## src/pkg/pbts_defines.vh

```
`ifndef PBTS_DEFINES_VH
`define PBTS_DEFINES_VH

// Register byte offsets on the AXI4-Lite port.
`define PBTS_OFS_CTRL       12'h000
`define PBTS_OFS_STATUS     12'h004

// Control register field positions.
`define PBTS_CTRL_LOCK_EN   0
`define PBTS_CTRL_SPC_EN    1
`define PBTS_CTRL_WLIM_LO   8
`define PBTS_CTRL_WLIM_HI   15

// Control register reset value: lock off, special cycles off, wait limit 16.
`define PBTS_CTRL_RST       32'h0000_1000

// Status register field positions.
`define PBTS_STAT_STATE_LO  0
`define PBTS_STAT_STATE_HI  2
`define PBTS_STAT_LOCKED    4
`define PBTS_STAT_LLOCK     5

// AXI response codes.
`define PBTS_RESP_OKAY      2'h0
`define PBTS_RESP_DECERR    2'h3

// Target sequencer state codes.
`define PBTS_ST_IDLE        3'h0
`define PBTS_ST_BUSY        3'h1
`define PBTS_ST_DATA        3'h2
`define PBTS_ST_RETREAT     3'h3
`define PBTS_ST_TURN        3'h4

`endif

```

## src/hw/pbts_target_seq.v

```verilog
// What this block does
// All bus signals sampled on rising clock edge.
// Idle or turnaround: FRAME# asserted moves to busy.
// Busy stays while FRAME# asserted or decode pending.
// Busy idles on FRAME# off with decode done/DEVSEL#.
// Late hit enters data, or retreat if terminating.
// Data state holds under listed FRAME#/STOP#/TRDY# combinations.
// Data leaves to turnaround or retreat as listed.
// Retreat waits for FRAME# release, then turnaround.
// Lock machine locks on hit with LOCK# deasserted.
// Locked frees when FRAME# and LOCK# both deasserted.
// Locked target retries unless LOCK# was deasserted.
// Lock logic only acts when configured as bridge.
// AD drivers on reads, data/retreat, after turnaround delay.
// TRDY#/STOP#/DEVSEL# drivers on in retreat/data/turnaround.
// PAR enable follows AD enable one clock later.
// PERR# carries report pulse, enable one extra clock.
// TRDY# only in data, ready, no abort, command allows.
// STOP# in retreat, and data on abort or terminate.
// DEVSEL# in retreat and data unless target abort.
// PAR is even parity over AD and C/BE#.
// Special cycles enable none of the response drivers.
// Target machine independent of any initiator machine.
// Terminate on conflict or too many wait states.
//
// The register addresses and the AXI4-Lite interface to the registers were left to the implementer.
`timescale 1ns/1ns
`default_nettype none
`include "pbts_defines.vh"

module pbts_target_seq #(
	parameter WLIM_W = 8
) (
	// Clock, reset and clock enable.
	input  wire        CLK_I,
	input  wire        RESETN_I,
	input  wire        CE_I,
	// Bus pins sampled from the shared bus, all active low.
	input  wire        FRAME_N_I,
	input  wire        IRDY_N_I,
	input  wire        LOCK_N_I,
	input  wire        DEVSEL_N_I,
	input  wire [3:0]  CBE_N_I,
	// Bus pins driven by this target; enables are active low.
	output wire        TRDY_N_O,
	output wire        STOP_N_O,
	output wire        DEVSEL_N_O,
	output wire        RESP_OE_N_O,
	output wire [31:0] AD_O,
	output wire        AD_OE_N_O,
	output wire        PAR_O,
	output wire        PAR_OE_N_O,
	output wire        PERR_N_O,
	output wire        PERR_OE_N_O,
	// Backend indications, same clock.
	input  wire        HIT_I,
	input  wire        DECODE_DONE_I,
	input  wire        READY_I,
	input  wire        TERM_I,
	input  wire        TABORT_I,
	input  wire        CMD_READ_I,
	input  wire        CMD_WRITE_I,
	input  wire        SPECIAL_I,
	input  wire        TAR_DLY_I,
	input  wire        REPORT_PERR_I,
	input  wire [31:0] RD_DATA_I,
	// Backend status.
	output wire        XFER_O,
	output wire        LOCKED_O,
	// AXI4-Lite write address and data.
	input  wire [11:0] S_AXI_AWADDR,
	input  wire        S_AXI_AWVALID,
	output wire        S_AXI_AWREADY,
	input  wire [31:0] S_AXI_WDATA,
	input  wire [3:0]  S_AXI_WSTRB,
	input  wire        S_AXI_WVALID,
	output wire        S_AXI_WREADY,
	// AXI4-Lite write response.
	output wire [1:0]  S_AXI_BRESP,
	output wire        S_AXI_BVALID,
	input  wire        S_AXI_BREADY,
	// AXI4-Lite read channels.
	input  wire [11:0] S_AXI_ARADDR,
	input  wire        S_AXI_ARVALID,
	output wire        S_AXI_ARREADY,
	output wire [31:0] S_AXI_RDATA,
	output wire [1:0]  S_AXI_RRESP,
	output wire        S_AXI_RVALID,
	input  wire        S_AXI_RREADY
);

	// Even parity of a 36-bit vector: the bit that makes the count of ones even.
	function par36;
		input [35:0] v;
		begin
			par36 = ^v;
		end
	endfunction

	// Three-stage synchroniser for the eight sampled bus lines.
	reg  [7:0]        s1_ff;           // First stage, read only by the second.
	reg  [7:0]        s2_ff;           // Second stage.
	reg  [7:0]        s3_ff;           // Third stage.
	reg  [7:0]        pin_ff;          // Accepted pin levels.
	// Sequencer and lock state.
	reg  [2:0]        state_ff;        // Target sequencer state.
	reg  [2:0]        nxt_state;       // Next sequencer state.
	reg               locked_ff;       // Lock machine: 1 means locked.
	reg               nxt_locked;      // Next lock state.
	reg               llock_n_ff;      // LOCK# caught in the address phase.
	reg               frame_d_ff;      // FRAME# of the previous edge.
	// Registered bus outputs.
	reg               trdy_n_ff;       // TRDY# drive level.
	reg               stop_n_ff;       // STOP# drive level.
	reg               devsel_n_ff;     // DEVSEL# drive level.
	reg               resp_oe_n_ff;    // Shared enable of the three above.
	reg  [31:0]       ad_ff;           // Read data driven on AD.
	reg               ad_oe_n_ff;      // AD enable.
	reg               par_ff;          // Parity line.
	reg               par_oe_n_ff;     // Parity enable.
	reg               perr_n_ff;       // PERR# drive level.
	reg               perr_oe_n_ff;    // PERR# enable.
	reg               perr_d_ff;       // Report pulse delayed one clock.
	reg               xfer_ff;         // Data phase completed this edge.
	// Wait state counter for self-termination.
	reg  [WLIM_W-1:0] wait_ff;         // Wait states in the current data phase.
	// Register file and AXI handshake state.
	reg  [31:0]       ctrl_ff;         // Control register.
	reg               aw_ff;           // Write address held.
	reg               w_ff;            // Write data held.
	reg  [11:0]       awaddr_ff;       // Held write address.
	reg  [31:0]       wdata_ff;        // Held write data.
	reg  [3:0]        wstrb_ff;        // Held write strobes.
	reg               bvalid_ff;       // Write response pending.
	reg  [1:0]        bresp_ff;        // Write response code.
	reg               rvalid_ff;       // Read data pending.
	reg  [1:0]        rresp_ff;        // Read response code.
	reg  [31:0]       rdata_ff;        // Read data.

	// Decoded views of the accepted pins; 1 means asserted, except cbe_n, which keeps the pin level.
	wire              frame_a  = ~pin_ff[0];
	wire              irdy_a   = ~pin_ff[1];
	wire              lock_a   = ~pin_ff[2];
	wire              devsel_a = ~pin_ff[3];
	wire [3:0]        cbe_n    = pin_ff[7:4];
	// Our own driven levels serve as TRDY# and STOP# in the equations.
	wire              trdy_a   = ~trdy_n_ff;
	wire              stop_a   = ~stop_n_ff;
	// Configuration fields.
	wire              lock_en  = ctrl_ff[`PBTS_CTRL_LOCK_EN];
	wire              spc_en   = ctrl_ff[`PBTS_CTRL_SPC_EN];
	wire [WLIM_W-1:0] wlim     = ctrl_ff[`PBTS_CTRL_WLIM_LO +: WLIM_W];
	// A special cycle only masks drivers when support is switched on.
	wire              spc_mask = spc_en & SPECIAL_I;
	// Locked target retries unless LOCK# was deasserted in the address phase.
	wire              retry    = lock_en & locked_ff & ~llock_n_ff;
	// Termination: backend request, too many waits, or a lock retry.
	wire              wlim_hit = (wlim != {WLIM_W{1'b0}}) & (wait_ff >= wlim);
	wire              term     = TERM_I | wlim_hit | retry;
	// A retry never moves data, so ready is masked for it.
	wire              ready    = READY_I & ~retry;
	wire              cmd_ok   = CMD_WRITE_I | (CMD_READ_I & TAR_DLY_I);

	// The synchroniser accepts a change once stages two and three agree.
	always @(posedge CLK_I) begin
		if (!RESETN_I) begin
			s1_ff  <= 8'hFF;
			s2_ff  <= 8'hFF;
			s3_ff  <= 8'hFF;
			pin_ff <= 8'hFF;
		end else if (CE_I) begin
			s1_ff  <= {CBE_N_I, DEVSEL_N_I, LOCK_N_I, IRDY_N_I, FRAME_N_I};
			s2_ff  <= s1_ff;
			s3_ff  <= s2_ff;
			// Stages that disagree hold the old level, so a glitch is never taken.
			pin_ff <= (pin_ff & (s2_ff ^ s3_ff)) | (s3_ff & ~(s2_ff ^ s3_ff));
		end
	end

	// Next state of the target sequencer. It looks only at bus pins, the backend
	// and its own wait count, lock state and configuration, never at an initiator, so a combined agent cannot deadlock.
	always @* begin
		nxt_state = state_ff;
		case (state_ff)
			`PBTS_ST_IDLE, `PBTS_ST_TURN: begin
				// Medium decode: any new frame is judged in busy.
				if (frame_a)
					nxt_state = `PBTS_ST_BUSY;
				else
					nxt_state = `PBTS_ST_IDLE;
			end
			`PBTS_ST_BUSY: begin
				if (HIT_I && (frame_a || irdy_a)) begin
					if (!term || ready)
						nxt_state = `PBTS_ST_DATA;
					else
						nxt_state = `PBTS_ST_RETREAT;
				end else if (frame_a || !DECODE_DONE_I) begin
					// A pending decode may still be ended by another claimer.
					if (!frame_a && devsel_a)
						nxt_state = `PBTS_ST_IDLE;
					else
						nxt_state = `PBTS_ST_BUSY;
				end else begin
					nxt_state = `PBTS_ST_IDLE;
				end
			end
			`PBTS_ST_DATA: begin
				if (frame_a && stop_a && (!trdy_a || irdy_a))
					nxt_state = `PBTS_ST_RETREAT;
				else if (!frame_a && (trdy_a || stop_a))
					nxt_state = `PBTS_ST_TURN;
				else
					nxt_state = `PBTS_ST_DATA;
			end
			`PBTS_ST_RETREAT: begin
				if (frame_a)
					nxt_state = `PBTS_ST_RETREAT;
				else
					nxt_state = `PBTS_ST_TURN;
			end
			default: begin
				nxt_state = `PBTS_ST_IDLE;
			end
		endcase
	end

	// Next lock state; the whole machine is held free unless bridging.
	always @* begin
		nxt_locked = locked_ff;
		if (!lock_en) begin
			nxt_locked = 1'b0;
		end else if (!locked_ff) begin
			if (HIT_I && frame_a && !lock_a &&
			    (state_ff == `PBTS_ST_IDLE || state_ff == `PBTS_ST_TURN))
				nxt_locked = 1'b1;
			else if (HIT_I && llock_n_ff && state_ff == `PBTS_ST_BUSY)
				nxt_locked = 1'b1;
		end else if (!frame_a && !lock_a) begin
			nxt_locked = 1'b0;
		end
	end

	// State, lock and address-phase capture.
	always @(posedge CLK_I) begin
		if (!RESETN_I) begin
			state_ff   <= `PBTS_ST_IDLE;
			locked_ff  <= 1'b0;
			llock_n_ff <= 1'b1;
			frame_d_ff <= 1'b0;
		end else if (CE_I) begin
			state_ff   <= nxt_state;
			locked_ff  <= nxt_locked;
			frame_d_ff <= frame_a;
			// The first edge with FRAME# asserted is the address phase.
			if (frame_a && !frame_d_ff)
				llock_n_ff <= ~lock_a;
		end
	end

	// TRDY#, STOP#, DEVSEL# and the response and AD enables follow the next state so they are valid on state entry.
	// The shared response enable stays on in turnaround so the lines are
	// driven high for one clock before release.
	always @(posedge CLK_I) begin
		if (!RESETN_I) begin
			trdy_n_ff    <= 1'b1;
			stop_n_ff    <= 1'b1;
			devsel_n_ff  <= 1'b1;
			resp_oe_n_ff <= 1'b1;
			ad_ff        <= 32'h0000_0000;
			ad_oe_n_ff   <= 1'b1;
			par_ff       <= 1'b0;
			par_oe_n_ff  <= 1'b1;
			perr_n_ff    <= 1'b1;
			perr_oe_n_ff <= 1'b1;
			perr_d_ff    <= 1'b0;
			xfer_ff      <= 1'b0;
		end else if (CE_I) begin
			trdy_n_ff    <= ~(nxt_state == `PBTS_ST_DATA && ready &&
			                  !TABORT_I && cmd_ok);
			stop_n_ff    <= ~(nxt_state == `PBTS_ST_RETREAT ||
			                  (nxt_state == `PBTS_ST_DATA && (TABORT_I || term)));
			devsel_n_ff  <= ~((nxt_state == `PBTS_ST_RETREAT ||
			                   nxt_state == `PBTS_ST_DATA) && !TABORT_I);
			resp_oe_n_ff <= ~((nxt_state == `PBTS_ST_RETREAT || nxt_state == `PBTS_ST_DATA ||
			                   nxt_state == `PBTS_ST_TURN) && !spc_mask);
			ad_ff        <= RD_DATA_I;
			ad_oe_n_ff   <= ~((nxt_state == `PBTS_ST_DATA || nxt_state == `PBTS_ST_RETREAT) &&
			                  TAR_DLY_I && CMD_READ_I && !spc_mask);
			// Parity trails the AD lines it covers by one clock.
			par_ff       <= par36({ad_ff, cbe_n});
			par_oe_n_ff  <= ad_oe_n_ff;
			perr_d_ff    <= REPORT_PERR_I;
			perr_n_ff    <= ~REPORT_PERR_I;
			perr_oe_n_ff <= ~((REPORT_PERR_I || perr_d_ff) && !spc_mask);
			xfer_ff      <= (state_ff == `PBTS_ST_DATA) && trdy_a && irdy_a;
		end
	end

	// Wait states: clock edges in data with no transfer; clears on transfer.
	always @(posedge CLK_I) begin
		if (!RESETN_I) begin
			wait_ff <= {WLIM_W{1'b0}};
		end else if (CE_I) begin
			if (state_ff != `PBTS_ST_DATA || (trdy_a && irdy_a))
				wait_ff <= {WLIM_W{1'b0}};
			else if (wait_ff != {WLIM_W{1'b1}})
				wait_ff <= wait_ff + {{(WLIM_W-1){1'b0}}, 1'b1};
		end
	end

	// AXI4-Lite write path: address and data are taken in either order,
	// then written together and answered on the same clock.
	always @(posedge CLK_I) begin
		if (!RESETN_I) begin
			aw_ff     <= 1'b0;
			w_ff      <= 1'b0;
			awaddr_ff <= 12'h000;
			wdata_ff  <= 32'h0000_0000;
			wstrb_ff  <= 4'h0;
			bvalid_ff <= 1'b0;
			bresp_ff  <= `PBTS_RESP_OKAY;
			ctrl_ff   <= `PBTS_CTRL_RST;
		end else if (CE_I) begin
			if (S_AXI_AWVALID && !aw_ff && !bvalid_ff) begin
				aw_ff     <= 1'b1;
				awaddr_ff <= S_AXI_AWADDR;
			end
			if (S_AXI_WVALID && !w_ff && !bvalid_ff) begin
				w_ff     <= 1'b1;
				wdata_ff <= S_AXI_WDATA;
				wstrb_ff <= S_AXI_WSTRB;
			end
			if (aw_ff && w_ff) begin
				aw_ff     <= 1'b0;
				w_ff      <= 1'b0;
				bvalid_ff <= 1'b1;
				if ({awaddr_ff[11:2], 2'b00} == `PBTS_OFS_CTRL) begin
					bresp_ff <= `PBTS_RESP_OKAY;
					if (wstrb_ff[0]) ctrl_ff[7:0]   <= wdata_ff[7:0];
					if (wstrb_ff[1]) ctrl_ff[15:8]  <= wdata_ff[15:8];
				end else if ({awaddr_ff[11:2], 2'b00} == `PBTS_OFS_STATUS) begin
					// Status is read-only; writes are accepted and dropped.
					bresp_ff <= `PBTS_RESP_OKAY;
				end else begin
					bresp_ff <= `PBTS_RESP_DECERR;
				end
			end else if (bvalid_ff && S_AXI_BREADY) begin
				bvalid_ff <= 1'b0;
			end
		end
	end

	// AXI4-Lite read path: one read at a time, data one clock after address.
	always @(posedge CLK_I) begin
		if (!RESETN_I) begin
			rvalid_ff <= 1'b0;
			rresp_ff  <= `PBTS_RESP_OKAY;
			rdata_ff  <= 32'h0000_0000;
		end else if (CE_I) begin
			if (S_AXI_ARVALID && !rvalid_ff) begin
				rvalid_ff <= 1'b1;
				rresp_ff  <= `PBTS_RESP_OKAY;
				rdata_ff  <= 32'h0000_0000;
				if ({S_AXI_ARADDR[11:2], 2'b00} == `PBTS_OFS_CTRL) begin
					rdata_ff[15:0] <= ctrl_ff[15:0];
				end else if ({S_AXI_ARADDR[11:2], 2'b00} == `PBTS_OFS_STATUS) begin
					rdata_ff[`PBTS_STAT_STATE_HI:`PBTS_STAT_STATE_LO] <= state_ff;
					rdata_ff[`PBTS_STAT_LOCKED] <= locked_ff;
					rdata_ff[`PBTS_STAT_LLOCK]  <= llock_n_ff;
				end else begin
					rresp_ff <= `PBTS_RESP_DECERR;
				end
			end else if (rvalid_ff && S_AXI_RREADY) begin
				rvalid_ff <= 1'b0;
			end
		end
	end

	// Port drives, straight from flip-flops except ARREADY, which inverts one, and AWREADY and WREADY, which each combine two flip-flops.
	assign TRDY_N_O      = trdy_n_ff;
	assign STOP_N_O      = stop_n_ff;
	assign DEVSEL_N_O    = devsel_n_ff;
	assign RESP_OE_N_O   = resp_oe_n_ff;
	assign AD_O          = ad_ff;
	assign AD_OE_N_O     = ad_oe_n_ff;
	assign PAR_O         = par_ff;
	assign PAR_OE_N_O    = par_oe_n_ff;
	assign PERR_N_O      = perr_n_ff;
	assign PERR_OE_N_O   = perr_oe_n_ff;
	assign XFER_O        = xfer_ff;
	assign LOCKED_O      = locked_ff;
	assign S_AXI_AWREADY = ~aw_ff & ~bvalid_ff;
	assign S_AXI_WREADY  = ~w_ff & ~bvalid_ff;
	assign S_AXI_BVALID  = bvalid_ff;
	assign S_AXI_BRESP   = bresp_ff;
	assign S_AXI_ARREADY = ~rvalid_ff;
	assign S_AXI_RVALID  = rvalid_ff;
	assign S_AXI_RRESP   = rresp_ff;
	assign S_AXI_RDATA   = rdata_ff;

endmodule // pbts_target_seq

`default_nettype wire

```

## config.mk

```make
export PLATFORM = sky130hd
export DESIGN_NAME = pbts_target_seq
export DESIGN_NICKNAME = d
export VERILOG_FILES = /design/src/hw/pbts_target_seq.v
export VERILOG_INCLUDE_DIRS = /design/src /design/src/pkg
export SDC_FILE = /design/constraint.sdc
export NUM_CORES = 1
export LEC_CHECK = 0
export BUFFER_PORTS_ARGS = -buffer_cell sky130_fd_sc_hd__buf_2
export CAP_MARGIN = 10
export CORE_MARGIN = 4
export CORE_UTILIZATION = 56
export DETAILED_ROUTE_END_ITERATION = 8
export PLACE_DENSITY = 0.94
export SLEW_MARGIN = 5
export SYNTH_ARGS = -nofsm -noshare
export SYNTH_HDL_FRONTEND = slang
export SYNTH_SLANG_ARGS = --single-unit
```

## constraint.sdc

```tcl
create_clock -name CLK_I -period 3.4 [get_ports CLK_I]
set_input_delay 0.17 -clock CLK_I [delete_from_list [all_inputs] [get_ports CLK_I]]
set_output_delay 0.17 -clock CLK_I [all_outputs]
set_load 0.02 [all_outputs]
```

==> results_dict.tcl, run 1 <==
set metrics [dict create \
    fin_crit_sh 0.716 \
    clkSlewWorstSetupHoldPaths_ns 0.06 \
    hold_path_class "primary input to register" \
    worst_slack_ns 0.966 \
    drc 0 \
    yosysUniqueCellTypes 45 \
    pin_count 202 \
    worstMarginPinSlew_ns 0.786 \
    synth_edf_count 0 \
    start_util 0.582 \
    slew-limit-headroom 0.476 \
    ys.flop_type "dfxtp_1" \
    area_growth_pct 22.3 \
    arrival_ns 2.78 \
    wl_per_cell_um 14.8 \
    pre_cts_ws_ns 1.09 \
    fin_hold_ws_ns 0.00744 \
    antenna_found_initial 0 \
    power_density_mw_per_mm2 519 \
    diodes 0 \
    setup_violations 0 \
    critPathRequiredTime_ns 3.74 \
    finalMaxSlewViolations 0 \
    rsz0062_at_grt "false" \
    min_period_ns 2.43 \
    critPathLaunch "S_AXI_RVALID" \
    fin_tns_setup_ns 0 \
    stdcell_area_mm2 0.00830 \
    seq_area_frac_synth 0.457 \
    final_nets 1020 \
    layout-drive-gt1-share 0.223 \
    track_usage 0.223 \
    worstSetupPathType "register to register" \
    synth_seq_cells 155 \
    leakage_nw 3.65 \
    async_flop_share 0 \
    synth_area_leaders "dfxtp_1 (46%), mux2i_1 (12%), nand2_1 (6.5%)" \
    cts_htree_levels 4 \
    clockBufferDepth 2 \
    min_from "S_AXI_WDATA[7]" \
    utilization 0.712 \
    place_congestion 0.835 \
    total_power_mw 4.31 \
    dpl-instance-area_mm2 0.00759 \
    drt_iter0_drc 329 \
    numCtsBuffers 17 \
    netlist_area_mm2 0.00679 \
    synth_warnings 0 \
    status "complete, no violations" \
    coreArea_mm2 0.0117 \
    dieArea_mm2 0.0139 \
    cp-start-kind "register" \
    hold_violations 0 \
    global_route.overflow_total 0 \
    yosysTopAreaCell "dfxtp_1" \
    clock_skew_ns 0.0207 \
    die_y_um 118 \
    vias 5454 \
    grt_max_degree 93 \
    cts_setup_buffers 0 \
    drt_pre_antenna_iters 4 \
    fp.dieW_um 118 \
    portBuffers 163 \
    cts_tree "done" \
    post_cts_resized 0 \
    ir_drop_mv 0.292 \
    hpwl_um 10900 \
    via_per_inst 5.20 \
    critPathCaptureType "register" \
    clock_sinks 155 \
    row_count 39 \
    cts_hold_buf 12 \
    critPathMaxFanout 19 \
    timing.rr.start "S_AXI_RVALID" \
    root_buffer "clkbuf_16" \
    fmax_mhz 411 \
    grt_first_pass_wirelength_um 25700 \
    synthCells 738 \
    worstSkewPairLatency_ns 0.41 \
    synth_top_cell_area_share 0.457 \
    ant_nets 0 \
    synth_area_per_cell_um2 9.20 \
    post-place-cells 1005 \
    routed_wl_um 15500 \
    layout.cells.non_filler 1048 \
    grt_pass1_vias 5367 \
    max-cap-violations 0 \
]
==> sequential cells by signal, indices dropped and copies added, names as in the netlist, 2 cells and up, named ones only <==
name / cells
s3_ff: 8
wait_ff: 8
wdata_ff: 16
awaddr_ff: 10
wstrb_ff: 2
ctrl_ff: 16
state_ff: 3
S_AXI_RDATA: 16
s1_ff: 8
AD_O: 32
s2_ff: 8
==> worst max-delay path: stages, from the launching register on <==
cell and delay (ns):
dfxtp_1 0.32, inv_1 0.12, nand3_2 0.34, nor4_1 0.31, nand3_1 0.30, nor2_1 0.65
a22oi_1 0.14, nor2b_1 0.18
==> per-layer routing <==
| layer | global-route usage | part of all wire | vias up |
|---|---|---|---|
| met5 | 0 | 0 | - |
| met2 | 0.380 | 0.49 | 172 |
| met4 | 0.0703 | 0.015 | 0 |
| li1 | - | - | 2747 |
| met1 | 0.278 | 0.44 | 2518 |
| met3 | 0.0538 | 0.055 | 17 |
==> path summary, 6_finish.rpt <==
check,end,slack (ns),depth (start not counted)
worst min register to register,wdata_ff[7],0.46,2
worst min-delay path,wdata_ff[7],0.007,3
worst max register to register,S_AXI_RDATA[13],0.97,7
worst max-delay path,S_AXI_RDATA[13],0.97,7
==> report_power, final <==
part | switching [mW] | total, mW | internal (mW)
clock | 0.736 | 1.89 | 1.16
sequential | 0.0446 | 1.92 | 1.88
combinational | 0.266 | 0.492 | 0.226
==> cell usage in the layout, fill, tap and decap left out, types with 3 or more instances in the layout <==
master	n
a21boi_0	35
a21oi_1	27
a22oi_1	12
and2_1	5
and3_1	6
buf_2	161
buf_4	5
bufinv_16	3
clkbuf_16	17
clkinvlp_4	3
conb_1	16
dfxtp_1	155
dlygate4sd3_1	12
ha_1	9
inv_1	14
inv_6	3
mux2i_1	80
nand2_1	117
nand2b_1	17
nand3_1	13
nand3b_1	4
nor2_1	21
nor2b_1	64
nor3_1	6
nor4_1	7
o21ai_0	24
xnor2_1	34
xor2_1	6
==> kinds of logic after synthesis <==
kind of cell / after synthesis / share of synthesized area
xor+xnor: 40 / 0.0516
mux: 81 / 0.120
buf+inv: 72 / 0.0516
simple gates: 268 / 0.195
flops: 155 / 0.457
compound gates: 112 / 0.107
other cells: 1 / 0.000552
fa+ha+maj: 9 / 0.0166
==> cell usage after synthesis (2+ instances only) <==
library cell	count
nand2_1	117
dfxtp_1	155
nor2b_1	64
xor2_1	6
nand2b_1	17
mux2i_1	80
a22oi_1	12
nand4_1	2
nor3_1	6
nor4_1	7
a21boi_0	35
nand3b_1	4
clkbuf_1	29
ha_1	9
inv_1	14
nor2_1	21
and3_1	6
a21oi_1	27
o211ai_1	2
buf_2	10
nand3_1	13
and2_1	5
o21ai_0	24
xnor2_1	34
a31oi_1	2
buf_4	18
==> cell type report <==
class	count	area, um^2
Inverter	14	52.6
Tap cell	143	179
Multi-Input combinational cell	526	3390
Sequential cell	155	3100
Clock buffer	18	429
Fill cell	819	3360
Clock inverter	13	166
Timing Repair Buffer	179	983
Note: power is estimated with default switching activity, not from simulation.
==> run 2, diff against run 1 <==
Settings changed: CORE_UTILIZATION 56 to 47, PLACE_DENSITY 0.94 to 0.85.
Clock period 3.4 ns to 2 ns, I/O delays scaled along.
==> results_dict.tcl, run 2 (synthesis results as in run 1) <==
set metrics [dict create \
    min_from "TABORT_I" \
    path_depth 6 \
    dpl-instance-area_mm2 0.00774 \
    cts_htree_levels 4 \
    routed_wl_um 17100 \
    drt_iter0_drc 328 \
    leakage_nw 3.95 \
    critPathRequiredTime_ns 2.28 \
    via_per_inst 5.03 \
    portBuffers 163 \
    final_nets 1091 \
    ant_nets 0 \
    min_period_ns 1.91 \
    pre_cts_ws_ns 0.0725 \
    worstMarginPinSlew_ns 0.532 \
    root_buffer "clkbuf_16" \
    numCtsBuffers 17 \
    clock_sinks 155 \
    arrival_ns 2.19 \
    cts_setup_buffers 0 \
    critPathLaunch "awaddr_ff[5]" \
    finalMaxSlewViolations 0 \
    wl_per_cell_um 14.8 \
    cts_tree "done" \
    worstSetupPathType "register to register" \
    track_usage 0.209 \
    drc 0 \
    grt_max_degree 66 \
    start_util 0.485 \
    critPathCaptureType "register" \
    drt_pre_antenna_iters 5 \
    max-cap-violations 0 \
    clockBufferDepth 2 \
    antenna_found_initial 1 \
    row_count 43 \
    ir_drop_mv 0.647 \
    area_growth_pct 33.0 \
    pin_count 202 \
    fp.dieW_um 128 \
    fin_tns_setup_ns 0 \
    clock_skew_ns 0.00854 \
    status "complete, no violations" \
    final_common_cell "buf_2" \
    slew-limit-headroom 0.645 \
    largest_reg_flops 32 \
    multi_input_area_mm2 0.00340 \
    critPathTopFamily "simple AND/OR/NAND/NOR gates" \
    place_congestion 0.830 \
    hold_path_class "primary input to register" \
    fin_crit_sh 0.954 \
    grt_pass1_vias 5762 \
    fmax_mhz 524 \
    dieArea_mm2 0.0164 \
    hold_violations 0 \
    clkSlewWorstSetupHoldPaths_ns 0.06 \
    cp-start-kind "register" \
    setup_violations 0 \
    layout-drive-gt1-share 0.221 \
    min_path_cells 3 \
    timing.rr.start "awaddr_ff[5]" \
    utilization 0.645 \
    cpMostUsedCell "nand2_1" \
    max_stage_delay_ns 0.36 \
    final_cell_mix "buf_2 (161), dfxtp_1 (154), nand2_1 (117)" \
    slowest_stage "nand2_1" \
    worst_slack_ns 0.0919 \
    stdcell_area_mm2 0.00903 \
    fillers 1074 \
    coreArea_mm2 0.0140 \
    global_route.overflow_total 0 \
    hpwl_um 10900 \
    rsz0062_at_grt "false" \
    worstSkewPairLatency_ns 0.42 \
    r2r_cells 6 \
    die_y_um 128 \
    power_density_mw_per_mm2 806 \
    grt_first_pass_wirelength_um 27800 \
    crit_chain "nor4_1, nand3_1, nor3b_1, nand2_1, mux2i_1, nand2_1" \
    critPathMaxFanout 8 \
    register_area_mm2 0.00310 \
    worst-path-buf-inv 0 \
    vias 5822 \
]
[run 2: final timing paths]
path,endpoint,slack [ns]
setup / recovery,ctrl_ff[12],0.09
hold reg to reg,awaddr_ff[3],0.46
hold / removal,STOP_N_O,0.03
setup reg to reg,ctrl_ff[12],0.09
[run 2: where the power goes]
part | switching (mW) | total, mW | leakage, nW | internal [mW]
registers | 0.0801 | 3.27 | 1.26 | 3.19
logic | 0.474 | 0.941 | 2.41 | 0.467
clock network | 1.24 | 3.07 | 0.268 | 1.82
total | 1.80 | 7.28 | 3.95 | 5.48
[run 2: area by class of cell]
class                      count  share of cell area
antenna                        1            0.000277
clock buffer                  24              0.0534
clock inverter                 8             0.00929
inverter                      14             0.00582
multi-input combinational    526               0.377
sequential                   155               0.344
tap                          180              0.0250
timing repair buffer         250               0.185
[run 2: stage by stage]
step / hold slack (ns) / total power [mW] / std cells
floorplan: 0.228 / 3.92 / 753
CTS: 0.00193 / 7.30 / 1157
global placement: 0.313 / 4.14 / 1055
finish: 0.0253 / 7.28 / 1158
global route: 0.0243 / 7.56 / 1158
detailed placement: 0.323 / 4.15 / 1055
[run 2: worst reg2reg max path, cell delays in order, from the launching register on]
cell,delay [ns]
dfxtp_1,0.31
nor4_1,0.30
nand3_1,0.16
nor3b_1,0.30
nand2_1,0.36
mux2i_1,0.27
nand2_1,0.07
[run 2: routing by layer]
metal | global-route usage | part of all wire | routed length (um)
met1 | 0.250 | 0.43 | 7290
met2 | 0.366 | 0.50 | 8530
met3 | 0.0508 | 0.056 | 957
met4 | 0.0718 | 0.020 | 336
met5 | 0 | 0 | 0
[run 2: timing repair]
action | in CTS | in global routing
hold buffers | 70 | 0
endpoints found under the hold margin | 71 | 0
setup endpoints to repair | 0 | 2
gates resized for setup | 0 | 4
==> run 3, diff against run 2 <==
Settings changed: CORE_ASPECT_RATIO from default to 1.2, CORE_UTILIZATION 47 to 52, PLACE_DENSITY 0.85 to 0.88, RECOVER_POWER from default to 50.
Clock period 2 ns to 1.9 ns, I/O delays scaled along.
==> results_dict.tcl, run 3 (synthesis results as in run 1) <==
set metrics [dict create \
    clkSlewWorstSetupHoldPaths_ns 0.06 \
    ant_nets 0 \
    min_period_ns 1.85 \
    portBuffers 163 \
    area_growth_pct 34.5 \
    p_sw_frac 0.253 \
    min_to "STOP_N_O" \
    hold_violations 0 \
    antenna_found_initial 1 \
    start_util 0.533 \
    largest_reg_flops 32 \
    hold_path_class "primary input to register" \
    post-place-cells 1045 \
    switching_power_mw 1.98 \
    dieArea_mm2 0.0150 \
    pwr-share-comb 0.134 \
    cts_htree_levels 4 \
    layout-drive-gt1-share 0.246 \
    fin_tns_setup_ns 0 \
    critPathMaxFanout 2 \
    reg2reg_slack_ns 0.05 \
    numCtsBuffers 17 \
    final_nets 1097 \
    fp.dieW_um 112 \
    layout.cells.non_filler 1148 \
    row_count 45 \
    grt_first_pass_wirelength_um 28900 \
    drc 0 \
    root_buffer "clkbuf_16" \
    final_cell_mix "buf_2 (161), dfxtp_1 (150), nand2_1 (115)" \
    worstSetupPathType "register to register" \
    wl_per_cell_um 15.8 \
    place_congestion 0.886 \
    power_density_mw_per_mm2 855 \
    ir_drop_mv 0.545 \
    final_common_cell "buf_2" \
    min_path_cells 3 \
    p_int_mw 5.83 \
    worst_slack_ns 0.0461 \
    global_route.overflow_total 0 \
    r2r-end "state_ff[0]" \
    r2r_cells 9 \
    timing.rr.start "ctrl_ff[9]" \
    pre_cts_ws_ns -0.0374 \
    setup_violations 0 \
    cts_tree "done" \
    pin_count 202 \
    track_usage 0.238 \
    worstSkewPairLatency_ns 0.41 \
    drt_iter0_drc 366 \
    finalMaxSlewViolations 0 \
    die_y_um 133 \
    hpwl_um 11100 \
    routed_wl_um 18100 \
    critPathRequiredTime_ns 2.17 \
    coreArea_mm2 0.0127 \
    seqPwrFrac 0.442 \
    cp-start-kind "register" \
    fin_crit_sh 0.976 \
    vias 5935 \
    max-cap-violations 0 \
    rsz0062_at_grt "true" \
    fillers 870 \
    critPathCaptureType "register" \
    clockBufferDepth 2 \
    via_per_inst 5.17 \
    fmax_mhz 539 \
    grt_pass1_vias 6169 \
    leakage_nw 4.01 \
    drt_pre_antenna_iters 5 \
    min_from "TABORT_I" \
    clock_sinks 155 \
    arrival_ns 2.13 \
    clkPwrFrac 0.425 \
    status "complete, no violations" \
    clock_skew_ns 0.00641 \
    fin_hold_ws_ns 0.0182 \
    grt_max_degree 74 \
]
-- run 3: changes by cell type in the layout (fill, tap and decap cells not counted), sizes merged --
cell,delta
inv,-1
clkbuf,-6
bufinv,+1
clkinv,+6
dlygate4sd3,-1
buf,+7
-- run 3: worst max-delay path: stages (launching register included) --
cell and delay [ns]:
dfxtp_2 0.34, inv_2 0.05, ha_4 0.21, nor2b_1 0.13, o211ai_1 0.17, a31oi_1 0.10
o2111ai_1 0.21, a22oi_2 0.14, o31ai_2 0.27, a31oi_1 0.11
-- run 3: what timing repair did --
action,4_1_cts,5_1_grt
resized for setup,3,16
endpoints found under the setup margin,2,19
pin swaps,5,11
buffers inserted,0,1
endpoints found under the hold margin,70,0
hold buffers,69,0
-- run 3: power by group through the flow --
| stage | combinational [mW] | sequential [mW] | clock, mW |
|---|---|---|---|
| after floorplan | 0.562 | 3.56 | 0 |
| after global placement | 0.853 | 3.50 | 0 |
| after detailed placement | 0.865 | 3.51 | 0 |
| after CTS | 0.985 | 3.44 | 3.36 |
| after global routing | 1.12 | 3.46 | 3.51 |
| final | 1.04 | 3.45 | 3.31 |
-- run 3: area by class of cell --
type	instances	area, um^2	share of cell area
sequential	155	3110	0.341
timing repair buffer	256	1720	0.188
antenna	1	2.50	0.000274
tap	164	205	0.0225
clock inverter	14	146	0.0160
inverter	14	52.6	0.00575
multi-input combinational	526	3460	0.379
clock buffer	18	439	0.0481
-- run 3: stage by stage --
step,util,cell area [um^2],total power [mW]
6_report,0.718,9130,7.81
5_1_grt,0.718,9130,8.08
4_1_cts,0.711,9050,7.78
3_5_place_dp,0.611,7770,4.38
3_3_place_gp,0.611,7770,4.36
2_1_floorplan,-,6840,4.12
-- run 3: worst max-delay path by stage --
stage                           start     endpoint  slack [ns]  cells past startpoint
after CTS                 ctrl_ff[10]  state_ff[0]     0.00003                      9
after global placement    ctrl_ff[10]     STOP_N_O        0.01                      9
after detailed placement  ctrl_ff[10]     STOP_N_O       -0.04                      9
after global routing       ctrl_ff[9]  state_ff[0]       -0.07                      9
final                      ctrl_ff[9]  state_ff[0]        0.05                      9
after floorplan           ctrl_ff[10]     STOP_N_O        0.08                      9
-- run 3: per-layer routing --
layer,part of all wire,global-route usage,up-vias
met5,0,0,-
met4,0.031,0.123,0
met3,0.049,0.0586,44
met2,0.53,0.434,202
met1,0.39,0.251,2776
li1,-,-,2913
